===== src/logic/occ_pkg.sv =====
package occ_pkg;

   // ------------------------------------------------------------
   // Register map (byte addresses, one aligned word each)
   // ------------------------------------------------------------
   localparam logic [3:0]  ADDR_CTRL_ONE  = 4'h0;  // compare_control_one
   localparam logic [3:0]  ADDR_CTRL_TWO  = 4'h4;  // compare_control_two (status)
   localparam logic [3:0]  ADDR_PRIMARY   = 4'h8;  // primary_compare_value
   localparam logic [3:0]  ADDR_SECONDARY = 4'hc;  // secondary_compare_value

   // ------------------------------------------------------------
   // Field positions and reset values
   // ------------------------------------------------------------
   localparam int          MODE_LSB       = 0;
   localparam int          MODE_MSB       = 2;
   localparam int          TRIG_CLR_BIT   = 3;
   localparam int          TRIG_STAT_BIT  = 6;
   localparam int          PIN_STAT_BIT   = 0;
   localparam int          ARMED_BIT      = 1;
   localparam int          SRC_LSB        = 8;
   localparam int          SRC_MSB        = 9;
   localparam logic [15:0] CTRL_RESET     = 16'h0000;
   localparam logic [15:0] VALUE_RESET    = 16'h0000;
   localparam logic [15:0] TIMER_ZERO     = 16'h0000;

   // ------------------------------------------------------------
   // Modes
   // ------------------------------------------------------------
   typedef enum logic [2:0] {
      OCC_OFF        = 3'h0,
      OCC_SHOT_HIGH  = 3'h1,
      OCC_SHOT_LOW   = 3'h2,
      OCC_TOGGLE     = 3'h3,
      OCC_DUAL_SHOT  = 3'h4,
      OCC_DUAL_CONT  = 3'h5,
      OCC_PWM_EDGE   = 3'h6,
      OCC_PWM_CENTER = 3'h7
   } occ_mode_e;

   // Trigger output index feeding channels one to four
   localparam logic [2:0]  TRIG_OUT_BASE  = 3'h4;

endpackage : occ_pkg


===== src/logic/occ_cmp_if.sv =====
`timescale 1ns/100ps
// Active compare values and match strobes between core and matcher
interface occ_cmp_if;
   logic [15:0] active_primary;
   logic [15:0] active_secondary;
   logic        hit_primary;
   logic        hit_secondary;
   logic        hit_zero;
   modport core    (output active_primary, output active_secondary,
                    input hit_primary, input hit_secondary, input hit_zero);
   modport matcher (input active_primary, input active_secondary,
                    output hit_primary, output hit_secondary, output hit_zero);
endinterface : occ_cmp_if


===== src/logic/occ_matcher.sv =====
`timescale 1ns/100ps
module occ_matcher
   import occ_pkg::*;
(
   // Timer
   input  wire logic [15:0] timer_count_in,
   // Compare values and matches
   occ_cmp_if.matcher       cmp
);
   import occ_pkg::*;

   // ------------------------------------------------------------
   // Equality compares, evaluated every clock
   // ------------------------------------------------------------
   assign cmp.hit_primary   = (timer_count_in == cmp.active_primary);
   assign cmp.hit_secondary = (timer_count_in == cmp.active_secondary);
   assign cmp.hit_zero      = (timer_count_in == TIMER_ZERO);

endmodule : occ_matcher


===== src/logic/occ_clock_select.sv =====
`timescale 1ns/100ps
module occ_clock_select
   import occ_pkg::*;
#(
   parameter int CHANNEL = 0                 // 0..3 for channels one..four
)(
   // Trigger generator outputs
   input  wire logic [15:0] trig_outputs_in,
   // Selected clock pulse
   output logic             trig_pulse_out
);
   import occ_pkg::*;

   // ------------------------------------------------------------
   // One fixed trigger output per channel: four..seven
   // ------------------------------------------------------------
   localparam logic [3:0] TAP = {1'b0, TRIG_OUT_BASE} + 4'(CHANNEL);
   assign trig_pulse_out = trig_outputs_in[TAP];

endmodule : occ_clock_select


===== src/logic/occ_channel.sv =====
`timescale 1ns/100ps
// ------------------------------------------------------------
// Functional notes
// - Center PWM: high at primary, low secondary
// - Edge PWM: high at zero, low primary
// - Dual continuous: start low, alternate toggles
// - Dual single-shot: start low, one pulse
// - Single compare: toggle every primary match
// - Single-shot low: start high, primary drives low
// - Single-shot high: start low, primary drives high
// - Mode zero disables channel, output held
// - Clear mode set: secondary match clears status
// - Clear mode zero: only software clears status
// - Compare values double-buffered in PWM only
// - Channel n uses trigger output n+3
// ------------------------------------------------------------
module occ_channel
   import occ_pkg::*;
#(
   parameter int CHANNEL = 0
)(
   // Clock and reset
   input  wire logic              clock_in,
   input  wire logic              rstn_in,
   // Avalon-MM slave
   input  wire logic [3:0]        avs_address_in,
   input  wire logic              avs_read_in,
   input  wire logic              avs_write_in,
   input  wire logic [31:0]       avs_writedata_in,
   input  wire logic [3:0]        avs_byteenable_in,
   output logic [31:0]            avs_readdata_out,
   output logic                   avs_waitrequest_out,
   // Timer and trigger generator
   input  wire logic [15:0]       timer_count_in,
   input  wire logic [15:0]       trig_outputs_in,
   // Pin and status
   output logic                   compare_output_pin_out,
   output logic                   trigger_status_flag_out,
   output logic                   trigger_clock_out
);
   import occ_pkg::*;

   // ------------------------------------------------------------
   // State
   // ------------------------------------------------------------
   logic [15:0] ctrl_ff;
   logic [15:0] primary_ff;
   logic [15:0] secondary_ff;
   logic [15:0] act_primary_ff;
   logic [15:0] act_secondary_ff;
   logic        pin_ff;
   logic        nxt_pin;
   logic        armed_ff;
   logic        nxt_armed;
   logic        phase_ff;                    // Dual modes: 0 waits primary, 1 secondary
   logic        nxt_phase;
   logic        status_ff;
   logic        nxt_status;
   logic        ack_ff;
   logic        wait_ff;                     // Registered waitrequest, high while idle
   logic [31:0] rdata_ff;
   logic        trig_ff;
   logic [2:0]  prev_mode_ff;

   occ_cmp_if cmp ();

   // ------------------------------------------------------------
   // Bus decode
   // ------------------------------------------------------------
   // A request is taken while no answer is pending; the answer edge follows one clock later.
   // Writes land on the answer edge, where the master samples waitrequest low, so a write
   // never takes effect while the master still treats the transfer as open.
   wire         acc_go      = (avs_read_in | avs_write_in) & ~ack_ff;
   wire         wr_go       = avs_write_in & ack_ff;
   // Registers are 16 bits wide: only lanes 0 and 1 matter
   wire         lo_en       = avs_byteenable_in[0];
   wire         hi_en       = avs_byteenable_in[1];
   wire         sel_ctrl    = (avs_address_in == ADDR_CTRL_ONE);
   wire         sel_two     = (avs_address_in == ADDR_CTRL_TWO);
   wire         sel_pri     = (avs_address_in == ADDR_PRIMARY);
   wire         sel_sec     = (avs_address_in == ADDR_SECONDARY);
   wire         wr_ctrl     = wr_go & sel_ctrl;
   wire         wr_two      = wr_go & sel_two;
   wire         wr_pri      = wr_go & sel_pri;
   wire         wr_sec      = wr_go & sel_sec;
   wire [15:0]  lane_mask   = {{8{hi_en}}, {8{lo_en}}};
   wire [15:0]  wdata       = avs_writedata_in[15:0];

   // Register updates with byte lanes
   wire [15:0]  ctrl_upd    = (ctrl_ff & ~lane_mask) | (wdata & lane_mask);
   wire [15:0]  pri_upd     = (primary_ff & ~lane_mask) | (wdata & lane_mask);
   wire [15:0]  sec_upd     = (secondary_ff & ~lane_mask) | (wdata & lane_mask);

   // ------------------------------------------------------------
   // Mode decode
   // ------------------------------------------------------------
   wire [2:0]   mode        = ctrl_ff[MODE_MSB:MODE_LSB];
   wire         clr_mode    = ctrl_ff[TRIG_CLR_BIT];
   wire         is_pwm      = (mode == OCC_PWM_EDGE) | (mode == OCC_PWM_CENTER);
   // True for one clock only: prev_mode_ff trails ctrl_ff by one clock
   wire         enabling    = (prev_mode_ff == OCC_OFF) & (mode != OCC_OFF);
   // PWM period boundary: buffered values move to active at timer zero
   wire         pwm_reload  = is_pwm & cmp.hit_zero;
   wire         hit_p       = cmp.hit_primary;
   wire         hit_s       = cmp.hit_secondary;

   // Status cleared by software writing a zero to its bit
   // Hardware clears only in clear mode, on a secondary match of an enabled channel
   wire         sw_clear    = wr_two & lo_en & ~wdata[TRIG_STAT_BIT];
   wire         hw_clear    = clr_mode & hit_s & (mode != OCC_OFF);
   // Status set by the selected trigger clock pulse
   wire         trig_set    = trig_ff & (mode != OCC_OFF);

   // Only the active copies reach the matcher
   assign cmp.active_primary   = act_primary_ff;
   assign cmp.active_secondary = act_secondary_ff;

   // ------------------------------------------------------------
   // Compare engines and clock source
   // ------------------------------------------------------------
   // Equality only: a value above the timer's reach never matches
   occ_matcher u_match (
      .timer_count_in (timer_count_in),
      .cmp            (cmp.matcher)
   );

   // One fixed trigger line per channel, chosen by the CHANNEL parameter
   logic trig_sel;
   occ_clock_select #(.CHANNEL(CHANNEL)) u_csel (
      .trig_outputs_in (trig_outputs_in),
      .trig_pulse_out  (trig_sel)
   );

   // ------------------------------------------------------------
   // Pin behaviour per mode
   // ------------------------------------------------------------
   always_comb begin
      nxt_pin   = pin_ff;
      nxt_armed = armed_ff;
      nxt_phase = phase_ff;
      if (enabling) begin
         // Initial level on leaving disabled mode
         nxt_pin   = (mode == OCC_SHOT_LOW);
         nxt_armed = 1'b1;
         nxt_phase = 1'b0;
      end else begin
         // A change between two enabled modes keeps pin and phase as they are;
         // software passes through mode zero to restart a sequence
         unique case (mode)
            OCC_OFF: begin
               nxt_armed = 1'b0;
            end
            OCC_SHOT_HIGH: begin
               if (armed_ff && hit_p) begin
                  nxt_pin   = 1'b1;
                  nxt_armed = 1'b0;
               end
            end
            OCC_SHOT_LOW: begin
               if (armed_ff && hit_p) begin
                  nxt_pin   = 1'b0;
                  nxt_armed = 1'b0;
               end
            end
            // Toggles for as long as the mode stays selected
            OCC_TOGGLE: begin
               if (hit_p) begin
                  nxt_pin = ~pin_ff;
               end
            end
            // Armed drops after the pulse, so later matches are ignored until re-enabled
            OCC_DUAL_SHOT: begin
               if (armed_ff && !phase_ff && hit_p) begin
                  nxt_pin   = 1'b1;
                  nxt_phase = 1'b1;
               end else if (armed_ff && phase_ff && hit_s) begin
                  nxt_pin   = 1'b0;
                  nxt_phase = 1'b0;
                  nxt_armed = 1'b0;
               end
            end
            OCC_DUAL_CONT: begin
               if (!phase_ff && hit_p) begin
                  nxt_pin   = ~pin_ff;
                  nxt_phase = 1'b1;
               end else if (phase_ff && hit_s) begin
                  nxt_pin   = ~pin_ff;
                  nxt_phase = 1'b0;
               end
            end
            // Primary wins over zero, so a zero duty value keeps the pin low
            OCC_PWM_EDGE: begin
               if (hit_p) begin
                  nxt_pin = 1'b0;
               end else if (cmp.hit_zero) begin
                  nxt_pin = 1'b1;
               end
            end
            // Secondary wins, so equal values keep the pin low
            OCC_PWM_CENTER: begin
               if (hit_s) begin
                  nxt_pin = 1'b0;
               end else if (hit_p) begin
                  nxt_pin = 1'b1;
               end
            end
         endcase
      end
   end

   // Set wins over any clear arriving in the same cycle
   always_comb begin
      nxt_status = status_ff;
      if (sw_clear || hw_clear) begin
         nxt_status = 1'b0;
      end
      if (trig_set) begin
         nxt_status = 1'b1;
      end
   end

   // ------------------------------------------------------------
   // Registers written by software
   // ------------------------------------------------------------
   always_ff @(posedge clock_in or negedge rstn_in) begin
      if (!rstn_in) begin
         ctrl_ff      <= CTRL_RESET;
         primary_ff   <= VALUE_RESET;
         secondary_ff <= VALUE_RESET;
         prev_mode_ff <= OCC_OFF;
      end else begin
         prev_mode_ff <= ctrl_ff[MODE_MSB:MODE_LSB];
         if (wr_ctrl) ctrl_ff <= ctrl_upd;
         if (wr_pri) primary_ff <= pri_upd;
         if (wr_sec) secondary_ff <= sec_upd;
      end
   end

   // Active values: direct outside PWM, period-aligned inside it
   // Outside PWM the active copy trails the written value by one clock;
   // in PWM new values wait for timer zero so no period is cut short
   always_ff @(posedge clock_in or negedge rstn_in) begin
      if (!rstn_in) begin
         act_primary_ff   <= VALUE_RESET;
         act_secondary_ff <= VALUE_RESET;
      end else if (!is_pwm || pwm_reload) begin
         act_primary_ff   <= primary_ff;
         act_secondary_ff <= secondary_ff;
      end
   end

   // ------------------------------------------------------------
   // Channel state
   // ------------------------------------------------------------
   always_ff @(posedge clock_in or negedge rstn_in) begin
      if (!rstn_in) begin
         pin_ff    <= 1'b0;
         armed_ff  <= 1'b0;
         phase_ff  <= 1'b0;
         status_ff <= 1'b0;
         trig_ff   <= 1'b0;
      end else begin
         pin_ff    <= nxt_pin;
         armed_ff  <= nxt_armed;
         phase_ff  <= nxt_phase;
         status_ff <= nxt_status;
         trig_ff   <= trig_sel;
      end
   end

   // ------------------------------------------------------------
   // Bus answer: one wait cycle, then acknowledge
   // ------------------------------------------------------------
   // Status word: pin, armed, trigger status and the fixed channel number
   wire [15:0] status_word =
      {6'h00, 2'(CHANNEL), 1'b0, status_ff, 4'h0, armed_ff, pin_ff};
   // Read data is captured on the taking edge and held until the next read
   wire [31:0] rd_mux =
      sel_ctrl ? {16'h0000, ctrl_ff} :
      sel_two  ? {16'h0000, status_word} :
      sel_pri  ? {16'h0000, primary_ff} :
      sel_sec  ? {16'h0000, secondary_ff} : 32'h0000_0000;

   always_ff @(posedge clock_in or negedge rstn_in) begin
      if (!rstn_in) begin
         ack_ff   <= 1'b0;
         wait_ff  <= 1'b1;
         rdata_ff <= 32'h0000_0000;
      end else begin
         // Waitrequest is low for exactly the one answer clock
         ack_ff   <= acc_go;
         wait_ff  <= ~acc_go;
         if (acc_go && avs_read_in) rdata_ff <= rd_mux;
      end
   end

   assign avs_waitrequest_out    = wait_ff;
   assign avs_readdata_out       = rdata_ff;
   assign compare_output_pin_out = pin_ff;
   assign trigger_status_flag_out = status_ff;
   assign trigger_clock_out      = trig_ff;

endmodule : occ_channel


===== config.mk =====
export PLATFORM = sky130hd
export DESIGN_NAME = occ_channel
export DESIGN_NICKNAME = d
export VERILOG_FILES = /design/src/logic/occ_pkg.sv /design/src/logic/occ_cmp_if.sv /design/src/logic/occ_matcher.sv /design/src/logic/occ_clock_select.sv /design/src/logic/occ_channel.sv
export SDC_FILE = /design/constraint.sdc
export NUM_CORES = 1
export LEC_CHECK = 0
export ABC_AREA = 1
export BUFFER_PORTS_ARGS = -buffer_cell sky130_fd_sc_hd__buf_2
export CORE_UTILIZATION = 35
export DETAILED_ROUTE_END_ITERATION = 8
export PLACE_DENSITY = 0.54
export SLEW_MARGIN = 20
export SYNTH_ARGS = -nofsm -noshare
export SYNTH_HDL_FRONTEND = slang
export SYNTH_SLANG_ARGS = --single-unit

===== constraint.sdc =====
create_clock -name clock_in -period 1.87 [get_ports clock_in]
set_input_delay 0.2805 -clock clock_in [delete_from_list [all_inputs] [get_ports clock_in]]
set_output_delay 0.2805 -clock clock_in [all_outputs]
set_load 0.01 [all_outputs]

==> key figures <==
STA
  – RSZ-0062 raised after global routing: false
  – Fin. Hold Viols: 0
  – Setup TNS Final: 0 ns
  – Final count of pins violating max slew: 0
  – WHS: approximately 0.041 ns
  – Post-route minimum period: 1.66 ns
  – Fmax: just over 600 MHz
  – Clock Skew: 0.00661 ns
  – Final setup fails: 0
  – Fin crit share: 0.885

Min path
  – Hold path startpoint: trig_outputs_in[4]
  – Worst min path class: in -> reg
  – Hold EP: trigger_clock_out
  – Hold path depth: 1

Synth
  – Synth top area share: 0.497
  – Most used DFF post-synth: dfrtp_1
  – Most common cell in the netlist: nand2_1
  – Flops & latches, synth: between 100 and 150
  – Top post-synthesis cells by area: dfrtp_1 50%, nand2_1 15%, o21ai_0 8.8%, inv_1 5.3%, nor2_1 2.6%
  – Synth area leader: dfrtp_1
  – Yosys warns: 0
  – Syn avg cell area: between 7 and 8 sq um
  – Post-synth top cells: 205 x nand2_1, 105 x dfrtp_1, 93 x o21ai_0
  – Post-synth EDFFs: 0
  – Synth unique cells: 36
  – Post-synthesis sequential area ratio: 0.502
  – Async set-or-reset flop fraction in the synthesized netlist: 1.00
  – Post-Syn Area: between 0.005 and 0.006 sq mm
  – Mapped Cells: roughly 670

Worst setup path
  – Worst setup path category: reg -> reg
  – Arr. time, crit path: 1.89 ns
  – FF-to-FF End: compare_output_pin_out
  – CP Launch Type: register
  – CP required: between 2 and 2.5 ns
  – Crit. End Element: register
  – Worst R2R Setup Slack: between 0.2 and 0.25 ns
  – Max FO, Critical Path: 7
  – Worst R2R Path Depth: 12

Placement
  – Detail Placement HPWL: 9270 um
  – Placed cells: 902
  – Gpl congestion: 0.847
  – IO Port Bufs: slightly above 60

Detailed routing
  – DR WL/cell: around 14 um
  – Met1 Routed Length: around 6400 um
  – Final ANT Viol Nets: 0
  – DRC: 20
  – Post-DR vias/cell: 4.76
  – Overall via count from detail_route: 4375
  – Top Layer Used: met4
  – Wire length on met3: 607 um
  – Wire length on met2: 5310 um
  – Routed WL: approximately 12000 um
  – Drt first-iter violations: ~280
  – 1st-pass router iterations: 7

CTS
  – CTS tree: done
  – Clock Root Buffer: clkbuf_16
  – CTS clk-pin slew, worst paths: 0.07 ns
  – Clock Tree Buf Depth: 2
  – Sink Count: approximately 110
  – Number of buffers created by CTS: 9
  – Insertion delay to the later sink of the worst-skew pair: between 0.3 and 0.4 ns
  – H-tree depth: 3
  – Setup Buffers After CTS: 0

Floorplan
  – Core box area: ~0.015 sq mm
  – I/O Pins: approximately 110
  – Die Span Y: ~120 um
  – Die Footprint: around 0.016 sq mm
  – Starting Density: 0.361
  – Row cnt: 44
  – Die W: ~120 um

Finish
  – Fillers: 1511
  – Syn-to-layout area delta: 16.0%
  – Nets: between 800 and 900
  – Register area: 0.00265 sq mm
  – Share of post-route cells with drive strength above 1: 0.182
  – Fin cells: 920
  – Multi-input gate area: roughly 0.0021 sq mm

Global routing
  – Gr ovfl total: 0
  – Global-route wire length before repair: roughly 21000 um
  – Largest net degree at the start of global routing: 62
  – Initial antenna violation count: 0
  – Total GRT Usage: 0.169
  – Vias in the first global route: slightly above 4k

Run status
  – Status: finished with violations
  – Failing checks: DRC

Power
  – Maximum VDD drop: around 0.00046 V
  – Pleak: just over 3 nW
  – Power Density: slightly below 1000 mW/mm^2

Run
  – Max-cap violations: 0
-- cell families (layout without fill, tap and decap cells) --
kind of cell	after synthesis	after routing	share of synthesized area
AO/OA/AOI/OAI	137	137	0.151
flip-flops	106	106	0.502
XOR/XNOR	4	4	0.00663
other	1	17	0.000710
buffers and inverters	130	185	0.108
AND/OR/NAND/NOR	286	286	0.229
multiplexers	1	1	0.00213
-- cells in the final DEF, fill, tap and decap left out, drive strengths merged, types with 4 or more instances in the layout --
cell / synthesis / layout
nand2: 212 / 212
dfrtp: 105 / 105
o21ai: 100 / 100
inv: 94 / 95
buf: 24 / 73
nor2: 46 / 46
conb: 1 / 16
nand3: 15 / 15
o22a: 13 / 13
a22o: 11 / 11
clkbuf: 11 / 9
nand4: 8 / 8
a21oi: 8 / 8
xor2: 4 / 4
-- through the flow --
stage	area, sq um	power (mW)	utilization	setup slack [ns]
floorplan	5340	3.66	-	0.469
global placement	5790	4.03	0.396	0.178
detailed placement	5790	4.07	0.396	0.192
CTS	6130	6.15	0.418	0.208
global route	6130	6.46	0.418	0.0472
finish	6130	6.08	0.419	0.214
-- how the worst max path moves through the flow --
stage / end / depth (start not counted) / slack [ns] / startpoint
final: compare_output_pin_out / 12 / 0.21 / register
after CTS: compare_output_pin_out / 13 / 0.21 / act_secondary_ff[9]
after detailed placement: compare_output_pin_out / 14 / 0.19 / timer_count_in[9]
after floorplan: compare_output_pin_out / 12 / 0.47 / register
after global routing: compare_output_pin_out / 13 / 0.05 / act_primary_ff[9]
after global placement: compare_output_pin_out / 14 / 0.18 / timer_count_in[9]
-- power by group --
| group | total (mW) | internal [mW] | leakage [nW] | switching [mW] |
|---|---|---|---|---|
| Combinational | 1.15 | 0.448 | 1.51 | 0.698 |
| Sequential | 2.88 | 2.63 | 1.39 | 0.248 |
| Clock | 2.06 | 1.18 | 0.152 | 0.874 |
| Total | 6.08 | 4.26 | 3.05 | 1.82 |
-- what timing repair did --
action / CTS / global route
hold buffers: 1 / 0
endpoints found under the hold margin: 28 / 0
resized for setup: 0 / 0
-- worst max-delay path: stages, from the launching register on --
cell and delay, ns:
dfrtp_1 0.46, inv_2 0.13, nand2_1 0.07, nor2_2 0.21
inv_2 0.09, nand2_4 0.10, inv_2 0.06, nor2_2 0.11
a21oi_2 0.07, nand2_1 0.09, nor2_1 0.05, nand2_1 0.06
nand2_1 0.04
-- layer usage --
| layer | vias up | global-route usage |
|---|---|---|
| met3 | 8 | 0.0228 |
| li1 | 2221 | - |
| met1 | 2024 | 0.261 |
| met4 | 0 | 0.0516 |
| met2 | 122 | 0.243 |
| met5 | - | 0 |
-- cell type report --
cell class,count,share of cell area
tap,184,0.0376
timing repair buffer,74,0.0722
sequential,106,0.433
clock inverter,7,0.0165
inverter,95,0.0586
clock buffer,9,0.0367
antenna,1,0.000408
multi-input combinational,444,0.345
Power figures use the tool's default switching activity.
